`src/pkg/ast_pkg.sv`:
```
// Package with register map, field positions, reset values and timing for the serial port.
package ast_pkg;
	// Byte addresses of the registers.
	localparam logic [7:0] AST_RXSC_ADDR = 8'h00;
	localparam logic [7:0] AST_TXBUF_ADDR = 8'h04;
	localparam logic [7:0] AST_TXSC_ADDR = 8'h08;
	localparam logic [7:0] AST_BAUD_ADDR = 8'h0c;
	localparam logic [7:0] AST_DIVH_ADDR = 8'h10;
	localparam logic [7:0] AST_DIVL_ADDR = 8'h14;
	localparam logic [7:0] AST_RXBUF_ADDR = 8'h18;
	localparam logic [7:0] AST_FLAG_ADDR = 8'h1c;
	// Receive status/control fields.
	localparam int AST_RX_SERIAL_PORT_ENABLE = 7;
	localparam int AST_RX_NINE = 6;
	localparam int AST_RX_CONT = 4;
	localparam int AST_RX_ADDR = 3;
	localparam int AST_RX_FRAMING_ERROR_FLAG = 2;
	localparam int AST_RX_OVERRUN_ERROR_FLAG = 1;
	localparam int AST_RX_BIT9 = 0;
	// Transmit status/control fields.
	localparam int AST_TX_NINE = 6;
	localparam int AST_TX_EN = 5;
	localparam int AST_TX_SYNC = 4;
	localparam int AST_TX_HISPD = 2;
	localparam int AST_TX_SEMPTY = 1;
	localparam int AST_TX_BIT9 = 0;
	// Baud control field.
	localparam int AST_BD_WIDE = 3;
	// Flag/enable register fields.
	localparam int AST_FL_RXF = 0;
	localparam int AST_FL_TXF = 1;
	localparam int AST_FL_RXIE = 2;
	localparam int AST_FL_TXIE = 3;
	localparam int AST_FL_RXIP = 4;
	// Writable masks and reset values.
	localparam logic [7:0] AST_RXSC_WMASK = 8'hd8;
	localparam logic [7:0] AST_TXSC_WMASK = 8'h75;
	localparam logic [7:0] AST_BAUD_WMASK = 8'h08;
	localparam logic [7:0] AST_REG_RESET = 8'h00;
	// Oversampling figures.
	localparam int AST_OVS = 16;
	localparam int AST_MID = 7;
	localparam logic [1:0] AST_PRE_X16 = 2'h0;
	localparam logic [1:0] AST_PRE_X64 = 2'h3;
	// Transmit and receive states.
	typedef enum logic [1:0] {AST_T_IDLE, AST_T_LOAD, AST_T_SHIFT} ast_tx_type;
	typedef enum logic [1:0] {AST_R_IDLE, AST_R_START, AST_R_DATA, AST_R_STOP} ast_rx_type;
endpackage

```
`src/rtl/ast_serial.sv`:
```
// Asynchronous serial transceiver with APB register access.
//
// The register addresses and the APB interface to the registers are this design's own decisions.
`timescale 1ns/1ps
module ast_serial (
	// Clock and reset.
	input wire logic clk,
	input wire logic rst,
	// APB slave.
	input wire logic psel,
	input wire logic penable,
	input wire logic pwrite,
	input wire logic [7:0] paddr,
	input wire logic [31:0] pwdata,
	output logic [31:0] prdata,
	output logic pready,
	output logic pslverr,
	// Serial line.
	input wire logic rxPin,
	output logic txPin,
	// Events.
	output logic txIrq,
	output logic rxIrq
);
	import ast_pkg::*;

	////////////////////////////////////////////////////////////////////////
	logic [7:0] rxscFf, txscFf, baudFf, divHFf, divLFf, txBufFf, rxBufFf;
	logic rxIeFf, txIeFf, rxIpFf;
	logic txFlagFf, txFullFf, ferrFf, oerrFf, rxBit9Ff, rxFlagFf;
	logic txValidDlyFf;
	logic shiftEmpty;
	logic apbWr, apbRd;
	logic txEnable, rxEnable;

	// One-cycle access phase completes every transfer.
	assign apbWr = psel && penable && pwrite;
	assign apbRd = psel && penable && !pwrite;
	assign txEnable = rxscFf[AST_RX_SERIAL_PORT_ENABLE] && !txscFf[AST_TX_SYNC] && txscFf[AST_TX_EN];
	assign rxEnable = rxscFf[AST_RX_SERIAL_PORT_ENABLE] && !txscFf[AST_TX_SYNC] && rxscFf[AST_RX_CONT];

	function automatic logic hit(input logic [7:0] a, input logic [7:0] b);
		hit = (a == b);
	endfunction

	// Control registers written by software, the status/control and baud registers through masks.
	always_ff @(posedge clk or posedge rst) begin
		if (rst) begin
			rxscFf <= AST_REG_RESET;
			txscFf <= AST_REG_RESET;
			baudFf <= AST_REG_RESET;
			divHFf <= AST_REG_RESET;
			divLFf <= AST_REG_RESET;
			rxIeFf <= 1'b0;
			txIeFf <= 1'b0;
			rxIpFf <= 1'b0;
		end else if (apbWr) begin
			if (hit(paddr, AST_RXSC_ADDR)) rxscFf <= pwdata[7:0] & AST_RXSC_WMASK;
			if (hit(paddr, AST_TXSC_ADDR)) txscFf <= pwdata[7:0] & AST_TXSC_WMASK;
			if (hit(paddr, AST_BAUD_ADDR)) baudFf <= pwdata[7:0] & AST_BAUD_WMASK;
			if (hit(paddr, AST_DIVH_ADDR)) divHFf <= pwdata[7:0];
			if (hit(paddr, AST_DIVL_ADDR)) divLFf <= pwdata[7:0];
			if (hit(paddr, AST_FLAG_ADDR)) begin
				rxIeFf <= pwdata[AST_FL_RXIE];
				txIeFf <= pwdata[AST_FL_TXIE];
				rxIpFf <= pwdata[AST_FL_RXIP];
			end
		end
	end

	// Read mux; unmapped addresses and unused bits read as zero.
	always_ff @(posedge clk or posedge rst) begin
		if (rst) begin
			prdata <= 32'h0;
			pready <= 1'b0;
			pslverr <= 1'b0;
		end else begin
			pready <= psel && !penable;
			pslverr <= 1'b0;
			prdata <= 32'h0;
			if (psel && !penable && !pwrite) begin
				unique case (paddr)
					AST_RXSC_ADDR: prdata[7:0] <= rxscFf | {5'h0, ferrFf, oerrFf, rxBit9Ff};
					AST_TXBUF_ADDR: prdata[7:0] <= txBufFf;
					AST_TXSC_ADDR: prdata[7:0] <= txscFf | {6'h0, shiftEmpty, 1'b0};
					AST_BAUD_ADDR: prdata[7:0] <= baudFf;
					AST_DIVH_ADDR: prdata[7:0] <= divHFf;
					AST_DIVL_ADDR: prdata[7:0] <= divLFf;
					AST_RXBUF_ADDR: prdata[7:0] <= rxBufFf;
					AST_FLAG_ADDR: prdata[7:0] <= {3'h0, rxIpFf, txIeFf, rxIeFf, txFlagFf, rxFlagFf};
					default: prdata <= 32'h0;
				endcase
			end
		end
	end

	////////////////////////////////////////////////////////////////////////
	// Baud generator: shared divider, then prescale to a x16 tick.
	logic [15:0] divCntFf;
	logic [1:0] preCntFf;
	logic [15:0] divLoad;
	logic divHit, tick16;
	logic [1:0] preTop;
	assign divLoad = baudFf[AST_BD_WIDE] ? {divHFf, divLFf} : {8'h0, divLFf};
	assign divHit = (divCntFf == 16'h0);
	// x16 when high speed or the wide divider is selected, x64 only when both are clear.
	assign preTop = (txscFf[AST_TX_HISPD] || baudFf[AST_BD_WIDE]) ? AST_PRE_X16 : AST_PRE_X64;
	assign tick16 = divHit && (preCntFf == 2'h0);

	// Divider counts down and reloads; one generator for both directions.
	always_ff @(posedge clk or posedge rst) begin
		if (rst) begin
			divCntFf <= 16'h0;
			preCntFf <= 2'h0;
		end else if (!rxscFf[AST_RX_SERIAL_PORT_ENABLE]) begin
			divCntFf <= 16'h0;
			preCntFf <= 2'h0;
		end else if (divHit) begin
			divCntFf <= divLoad;
			preCntFf <= (preCntFf == 2'h0) ? preTop : preCntFf - 2'h1;
		end else begin
			divCntFf <= divCntFf - 16'h1;
		end
	end

	////////////////////////////////////////////////////////////////////////
	// Transmitter.
	ast_tx_type txStateFf;
	logic [9:0] tsrFf;
	logic [3:0] txBitsFf, txSubFf;
	logic txLoad, txBufWr;
	assign txBufWr = apbWr && hit(paddr, AST_TXBUF_ADDR);
	assign shiftEmpty = (txStateFf != AST_T_SHIFT);
	assign txLoad = (txStateFf == AST_T_LOAD);

	// Transmit buffer and its full flag.
	always_ff @(posedge clk or posedge rst) begin
		if (rst) begin
			txBufFf <= AST_REG_RESET;
			txFullFf <= 1'b0;
		end else begin
			if (txLoad) txFullFf <= 1'b0;
			if (txBufWr) begin
				txBufFf <= pwdata[7:0];
				txFullFf <= 1'b1;
			end
			if (!txEnable) txFullFf <= 1'b0;
		end
	end

	// Empty flag: set on enable or move, cleared two cycles after a buffer write.
	always_ff @(posedge clk or posedge rst) begin
		if (rst) begin
			txFlagFf <= 1'b0;
			txValidDlyFf <= 1'b0;
		end else begin
			txValidDlyFf <= txBufWr;
			if (txValidDlyFf && txFullFf) txFlagFf <= 1'b0;
			if (apbWr && hit(paddr, AST_TXSC_ADDR) && pwdata[AST_TX_EN] && !txscFf[AST_TX_EN])
				txFlagFf <= 1'b1;
			if (txLoad) txFlagFf <= 1'b1;
		end
	end

	// Shift register: loads only when idle after the stop bit.
	always_ff @(posedge clk or posedge rst) begin
		if (rst) begin
			txStateFf <= AST_T_IDLE;
			tsrFf <= 10'h3ff;
			txBitsFf <= 4'h0;
			txSubFf <= 4'h0;
			txPin <= 1'b1;
		end else if (!txEnable) begin
			txStateFf <= AST_T_IDLE;
			txPin <= 1'b1;
		end else begin
			unique case (txStateFf)
				AST_T_IDLE: if (txFullFf && !txBufWr) txStateFf <= AST_T_LOAD;
				AST_T_LOAD: begin
					// Start bit goes out now; ninth bit (parity by software) sits above data.
					tsrFf <= txscFf[AST_TX_NINE] ? {1'b1, txscFf[AST_TX_BIT9], txBufFf} :
						{2'b11, txBufFf};
					txPin <= 1'b0;
					txStateFf <= AST_T_SHIFT;
					txBitsFf <= txscFf[AST_TX_NINE] ? 4'ha : 4'h9;
					txSubFf <= 4'h0;
				end
				AST_T_SHIFT: if (tick16) begin
					txSubFf <= txSubFf + 4'h1;
					if (txSubFf == 4'hf) begin
						if (txBitsFf == 4'h0) begin
							txStateFf <= AST_T_IDLE;
						end else begin
							txBitsFf <= txBitsFf - 4'h1;
							txPin <= tsrFf[0];
							tsrFf <= {1'b1, tsrFf[9:1]};
						end
					end
				end
				default: txStateFf <= AST_T_IDLE;
			endcase
		end
	end

	////////////////////////////////////////////////////////////////////////
	// Receiver: pin synchroniser, x16 sampler, bit-rate shifter.
	logic [2:0] rxSyncFf;
	logic rxLineFf;
	ast_rx_type rxStateFf;
	logic [3:0] rxSubFf, rxBitsFf;
	logic [8:0] rsrFf;
	logic rxDone, rxKeep;

	// Three stages; the line level changes when stages two and three agree.
	always_ff @(posedge clk or posedge rst) begin
		if (rst) begin
			rxSyncFf <= 3'h7;
			rxLineFf <= 1'b1;
		end else begin
			rxSyncFf <= {rxSyncFf[1:0], rxPin};
			if (rxSyncFf[1] == rxSyncFf[2]) rxLineFf <= rxSyncFf[2];
		end
	end

	// Gated by the enable so a frame cut by clearing reception cannot set an error.
	assign rxDone = rxEnable && (rxStateFf == AST_R_STOP) && tick16 && (rxSubFf == 4'hf);
	// Address detect drops frames whose ninth bit is zero.
	assign rxKeep = !(rxscFf[AST_RX_NINE] && rxscFf[AST_RX_ADDR] && !rsrFf[8]);

	// Frame state machine, sampling mid-bit on the x16 tick.
	always_ff @(posedge clk or posedge rst) begin
		if (rst) begin
			rxStateFf <= AST_R_IDLE;
			rxSubFf <= 4'h0;
			rxBitsFf <= 4'h0;
			rsrFf <= 9'h0;
		end else if (!rxEnable) begin
			rxStateFf <= AST_R_IDLE;
		end else if (tick16) begin
			rxSubFf <= rxSubFf + 4'h1;
			unique case (rxStateFf)
				AST_R_IDLE: begin
					rxSubFf <= 4'h0;
					if (!rxLineFf) rxStateFf <= AST_R_START;
				end
				AST_R_START: if (rxSubFf == 4'(AST_MID)) begin
					rxSubFf <= 4'h0;
					rxBitsFf <= rxscFf[AST_RX_NINE] ? 4'h9 : 4'h8;
					rxStateFf <= rxLineFf ? AST_R_IDLE : AST_R_DATA;
				end
				AST_R_DATA: if (rxSubFf == 4'hf) begin
					rsrFf <= rxscFf[AST_RX_NINE] ? {rxLineFf, rsrFf[8:1]} :
						{1'b0, rxLineFf, rsrFf[7:1]};
					rxBitsFf <= rxBitsFf - 4'h1;
					if (rxBitsFf == 4'h1) rxStateFf <= AST_R_STOP;
				end
				AST_R_STOP: if (rxSubFf == 4'hf) rxStateFf <= AST_R_IDLE;
			endcase
		end
	end

	// Receive buffer, ninth bit, flag and errors; set wins over clear.
	always_ff @(posedge clk or posedge rst) begin
		if (rst) begin
			rxBufFf <= AST_REG_RESET;
			rxBit9Ff <= 1'b0;
			rxFlagFf <= 1'b0;
			ferrFf <= 1'b0;
			oerrFf <= 1'b0;
		end else begin
			if (apbRd && hit(paddr, AST_RXBUF_ADDR)) rxFlagFf <= 1'b0;
			if (!rxscFf[AST_RX_CONT]) begin
				ferrFf <= 1'b0;
				oerrFf <= 1'b0;
			end
			if (rxDone && rxKeep) begin
				if (rxFlagFf && !(apbRd && hit(paddr, AST_RXBUF_ADDR))) begin
					oerrFf <= 1'b1;
				end else begin
					rxBufFf <= rsrFf[7:0];
					rxBit9Ff <= rsrFf[8];
					ferrFf <= !rxLineFf;
					rxFlagFf <= 1'b1;
				end
			end
		end
	end

	// Event outputs gated by their enables.
	always_ff @(posedge clk or posedge rst) begin
		if (rst) begin
			txIrq <= 1'b0;
			rxIrq <= 1'b0;
		end else begin
			txIrq <= txFlagFf && txIeFf;
			rxIrq <= rxFlagFf && rxIeFf;
		end
	end

	////////////////////////////////////////////////////////////////////////
	chk_move_sets_flag: assert property (@(posedge clk) disable iff (rst)
		(txLoad && !txBufWr) |=> txFlagFf && !txFullFf) else $error("move did not set flag");
	chk_flag_not_writable: assert property (@(posedge clk) disable iff (rst)
		$fell(txFlagFf) |-> $past(txValidDlyFf)) else $error("flag cleared oddly");
	chk_clear_two_cycles: assert property (@(posedge clk) disable iff (rst)
		(txBufWr && txEnable && txFlagFf && txStateFf == AST_T_SHIFT) |=> txFlagFf ##1 !txFlagFf)
		else $error("flag clear timing wrong");
	chk_load_after_stop: assert property (@(posedge clk) disable iff (rst)
		txLoad |-> $past(txStateFf) == AST_T_IDLE) else $error("load while shifting");
	chk_idle_line_high: assert property (@(posedge clk) disable iff (rst)
		(txStateFf == AST_T_IDLE) |-> txPin) else $error("idle line not high");
	chk_rxbuf_read_clear: assert property (@(posedge clk) disable iff (rst)
		(apbRd && hit(paddr, AST_RXBUF_ADDR) && !rxDone) |=> !rxFlagFf)
		else $error("read did not clear flag");
	chk_error_cleared: assert property (@(posedge clk) disable iff (rst)
		!rxscFf[AST_RX_CONT] |=> !ferrFf && !oerrFf) else $error("errors not cleared");
	chk_addr_filter: assert property (@(posedge clk) disable iff (rst)
		(rxDone && !rxKeep && !rxFlagFf) |=> !rxFlagFf) else $error("address frame leaked");
	chk_overrun_set: assert property (@(posedge clk) disable iff (rst)
		(rxDone && rxKeep && rxFlagFf && !apbRd && rxscFf[AST_RX_CONT]) |=> oerrFf)
		else $error("overrun missed");
	cov_tx_frame: cover property (@(posedge clk) disable iff (rst) txLoad ##[1:1000] shiftEmpty);
	cov_rx_frame: cover property (@(posedge clk) disable iff (rst) rxDone && rxKeep);
	cov_overrun: cover property (@(posedge clk) disable iff (rst) $rose(oerrFf));
	cov_framing: cover property (@(posedge clk) disable iff (rst) $rose(ferrFf));
endmodule

```
`config.mk`:
```
export PLATFORM = sky130hd
export DESIGN_NAME = ast_serial
export DESIGN_NICKNAME = d
export VERILOG_FILES = /design/src/pkg/ast_pkg.sv /design/src/rtl/ast_serial.sv
export SDC_FILE = /design/constraint.sdc
export NUM_CORES = 1
export LEC_CHECK = 0
export BUFFER_PORTS_ARGS = -buffer_cell sky130_fd_sc_hd__clkbuf_2
export CAP_MARGIN = 20
export CORE_MARGIN = 2
export CORE_UTILIZATION = 46
export CTS_CLUSTER_SIZE = 8
export DETAILED_ROUTE_END_ITERATION = 8
export GPL_TIMING_DRIVEN = 0
export PLACE_DENSITY = 0.74
export REMOVE_ABC_BUFFERS = 1
export SYNTH_ARGS = -nofsm -noshare
export SYNTH_HDL_FRONTEND = slang
export SYNTH_SLANG_ARGS = --single-unit
```
`constraint.sdc`:
```
create_clock -name clk -period 10.71 [get_ports clk]
set_clock_uncertainty 0.15 [all_clocks]
set_input_delay 2.142 -clock clk [delete_from_list [all_inputs] [get_ports clk]]
set_output_delay 2.142 -clock clk [all_outputs]
set_load 0.02 [all_outputs]
```
==> results list <==
- Area of the core: 0.0138 mm²
* Insertion delay of the later-clocked pin in the worst-skew pair: 420 ps
* Final worst path period need: 4440 ps
- The number of antenna violations at the first check in global routing is 0.
* DR WL/cell: 19.1 µm
- Data required time at the worst endpoint: 10860 ps
- Launching element type of the critical path: input port
- The largest individual stage delay along the critical path comes from the cell sky130_fd_sc_hd__nor3_1.
* Post-synthesis instance total: 610
- For this block, the routed nets add up to 15.8 mm of wire.
* Worst Hold Depth: 0
- The number of antenna diodes in the final layout is 0.
* Final routed DRC violation total: 0
- Using the TritonRoute via totals, the vias-per-cell ratio works out to 6.00.
- Post-synthesis share of cell area spent on full adders, half adders and majority gates: 0.0151
* Post-synth ARST share: 1.00
- Flip-flop cell with the highest count after synthesis: sky130_fd_sc_hd__dfrtp_1
- In this run the vertical extent of the chip is 123 µm.
- In the final layout, the share of cells above drive strength 1 is 0.243.
* Worst path arrival time: 4600 ps
- The H-tree was split into 4 levels.
* Mean Syn Cell Area: 10.6 µm²
* Via count: 4962
* Critical path type: in -> reg
* Highest-count cells in the layout ignoring fill and taps: sky130_fd_sc_hd__dfrtp_1 (110), sky130_fd_sc_hd__nand2_1 (65), sky130_fd_sc_hd__mux2_2 (59)
* Die Outline Area: 0.0150 mm²
* Via count of the first global-routing pass: 4941
- Starting density of the core: 0.468
* Crit path capture type: flip-flop
- End point of the critical path: rxBufFf[2]
* Final cycle utilization of the critical path: 0.415
- Total overflow reported by the global router: 0
* Setup TNS: 0 ps
* TritonCTS clock tree: yes
* Actual transition at the worst max-transition pin: 1030 ps
* Dominant combinational cell family by area after synthesis: simple AND/OR/NAND/NOR gates
* Row Count: 43
* Global router's overall resource usage: 0.227
- Once detail routing completed, the nets flagged for antenna violations numbered 0.
- Max-cap viol count: 0
- Yosys mapped a number of flops with a built-in enable equal to 0.
- # Post-CTS Setup Buffers: 0
* Combined area of all synthesized cells: 0.00647 mm²
- Synth warnings: 0
- Simple-gate area share of the yosys netlist: 0.177
* Clock slew at the register clock pins of the worst setup and hold paths: 60 ps
- Final core occ: 0.524
- The wire-length estimate of the detail-placed layout is 11.1 mm.
- Power density over the cells: 148 mW/mm²
* Number of gates resized after CTS: 0
- Min-delay src: rxSyncFf[0]
- In this run, CTS created clock tree buffers numbering 17.
* Pin count of the biggest net entering global routing: 102
- During I/O placement, the number of pins put on the boundary was 83.
* Clock root cell: sky130_fd_sc_hd__clkbuf_16
* Total number of nets in the final design: 687
- The first global-routing pass estimated 26.0 mm of wire.
- For this design, the sink count on the clock tree is 124.
- The worst register-to-register path ends at txBitsFf[1].
* Headroom to the max-slew limit: 0.308
- Leading cell type in the layout, fill and taps excluded: sky130_fd_sc_hd__dfrtp_1
* Final setup violation count: 0
* Die Span X: 123 µm
- Flops & latches, synth: 124
- Startpoint of the worst-slack reg-to-reg timing path: divCntFf[13]
* Register-to-register setup slack: 7570 ps
- Area growth, synth to finish: 12.0%
- CTS Hold Buffers Added: 0
* Hold/Removal Path Class: reg -> reg
* Maximum vdd drop: 114 µV
- Max stage delay on crit path: 610 ps
- The worst register-to-register path has a depth of 5.
- Setup repair after global routing missed its margin: no
- XOR/XNOR Fraction of Synth Area: 0.0149
- Number of pins with negative max-slew slack in the final report: 0
* Outcome: complete, no violations
- Number of DRC violations after detailed-routing iteration 0: 472
- GP Congestion: 0.911
- The synthesized netlist contains 72 unique library cells.
- The count of buffers added on input and output ports is 33.
- Max Clock Freq: 225 MHz
- Tracing the worst setup path back leads to its startpoint at paddr[5].
- Hold violation count in the final report: 0
* Buffers from clock root to sink, at most: 2
- Critical-path cell list: clkbuf_2, nor3_1, nand3_1, o41ai_2, nand4_1, a22o_1
- Synthesized-area fraction occupied by ao, oa, aoi and oai cells: 0.130
* Mux share of post-synthesis cell area: 0.122
- The first detailed-routing pass took 5 iterations.
- Crit Path Max Fanout: 10
- For this design the static power due to leakage is 0.00343 µW.
- Of the synthesized area, sequential elements account for 0.482.
## cell families after synthesis
| kind of cell | after synthesis |
|---|---|
| other | 1 |
| adders and majority gates | 8 |
| muxes | 70 |
| buffers and inverters | 70 |
| AOI/OAI and AO/OA | 115 |
| and+or+nand+nor | 211 |
| xor gates and xnor gates | 11 |
| DFF | 124 |
## synthesized netlist by cell type (8+ instances only)
master,n,area (µm²)
sky130_fd_sc_hd__dfstp_2,14,368
sky130_fd_sc_hd__nor3_1,14,70.1
sky130_fd_sc_hd__mux2_2,59,664
sky130_fd_sc_hd__nand2_1,65,244
sky130_fd_sc_hd__inv_1,16,60.1
sky130_fd_sc_hd__a22o_1,12,105
sky130_fd_sc_hd__a31oi_1,8,50.1
sky130_fd_sc_hd__o21ai_0,14,70.1
sky130_fd_sc_hd__mux2i_1,10,100
sky130_fd_sc_hd__dfrtp_1,110,2750
sky130_fd_sc_hd__clkbuf_1,23,86.3
sky130_fd_sc_hd__a22oi_1,8,60.1
sky130_fd_sc_hd__o211a_1,8,80.1
sky130_fd_sc_hd__buf_4,26,195
sky130_fd_sc_hd__nand4_1,9,56.3
sky130_fd_sc_hd__or3_1,8,50.1
sky130_fd_sc_hd__nand3b_1,11,82.6
sky130_fd_sc_hd__nand3_1,15,75.1
sky130_fd_sc_hd__nor4_1,10,62.6
sky130_fd_sc_hd__nor2b_1,8,50.1
sky130_fd_sc_hd__a21oi_1,21,105
sky130_fd_sc_hd__xnor2_1,10,87.6
sky130_fd_sc_hd__nor2_1,26,97.6
sky130_fd_sc_hd__and2_1,8,50.1
## worst max-delay path, delay by kind of cell
family | cells | cell delay (ps)
simple gates | 3 | 1430
compound gates | 2 | 920
buf+inv | 1 | 100
## per-layer routing
layer	wire, µm	global-route usage
met1	6510	0.301
met2	7880	0.367
met5	0	0
met4	322	0.0783
met3	1070	0.0530
## where the power goes
part	internal (µW)	leakage [µW]	total, µW	switching, µW
Clock	333	0.000277	552	219
Sequential	473	0.00167	478	4.51
Combinational	10.9	0.00148	42.7	31.8
Total	817	0.00343	1070	256
## worst min-delay path by stage
stage                   to
2_1_floorplan  rxSyncFf[1]
3_3_place_gp   rxSyncFf[1]
3_5_place_dp   rxSyncFf[1]
4_1_cts        rxSyncFf[1]
5_1_grt        rxSyncFf[1]
6_report       rxSyncFf[1]
## area by class of cell
class,count,area [µm²]
Fill cell,1201,6580
Inverter,16,65.1
Tap cell,180,225
Multi-Input combinational cell,440,3060
Clock inverter,12,116
Sequential cell,124,3120
Clock buffer,20,457
Timing Repair Buffer,35,200
## through the flow
stage	power [µW]	hold slack (ps)	setup slack (ps)	instances	cell area (µm²)
floorplan	510	195	5140	580	6240
global placement	526	198	3870	793	6630
detailed placement	528	199	5480	794	6670
CTS	1080	208	5930	826	7240
global route	1110	213	5990	827	7250
finish	1070	206	6270	827	7250
## sequential cells by signal, indices dropped and copies added (netlist names), 2 cells and up
name and count:
rxSyncFf 3, divCntFf 16, txSubFf 4, txBufFf 8
divLFf 8, txBitsFf 4, divHFf 8, txscFf 5
rsrFf 9, txStateFf 2, tsrFf 9, preCntFf 2
rxBitsFf 4, rxBufFf 8, rxSubFf 4, prdata 8
rxscFf 4, rxStateFf 2
Note: power is estimated with default switching activity, not from simulation.
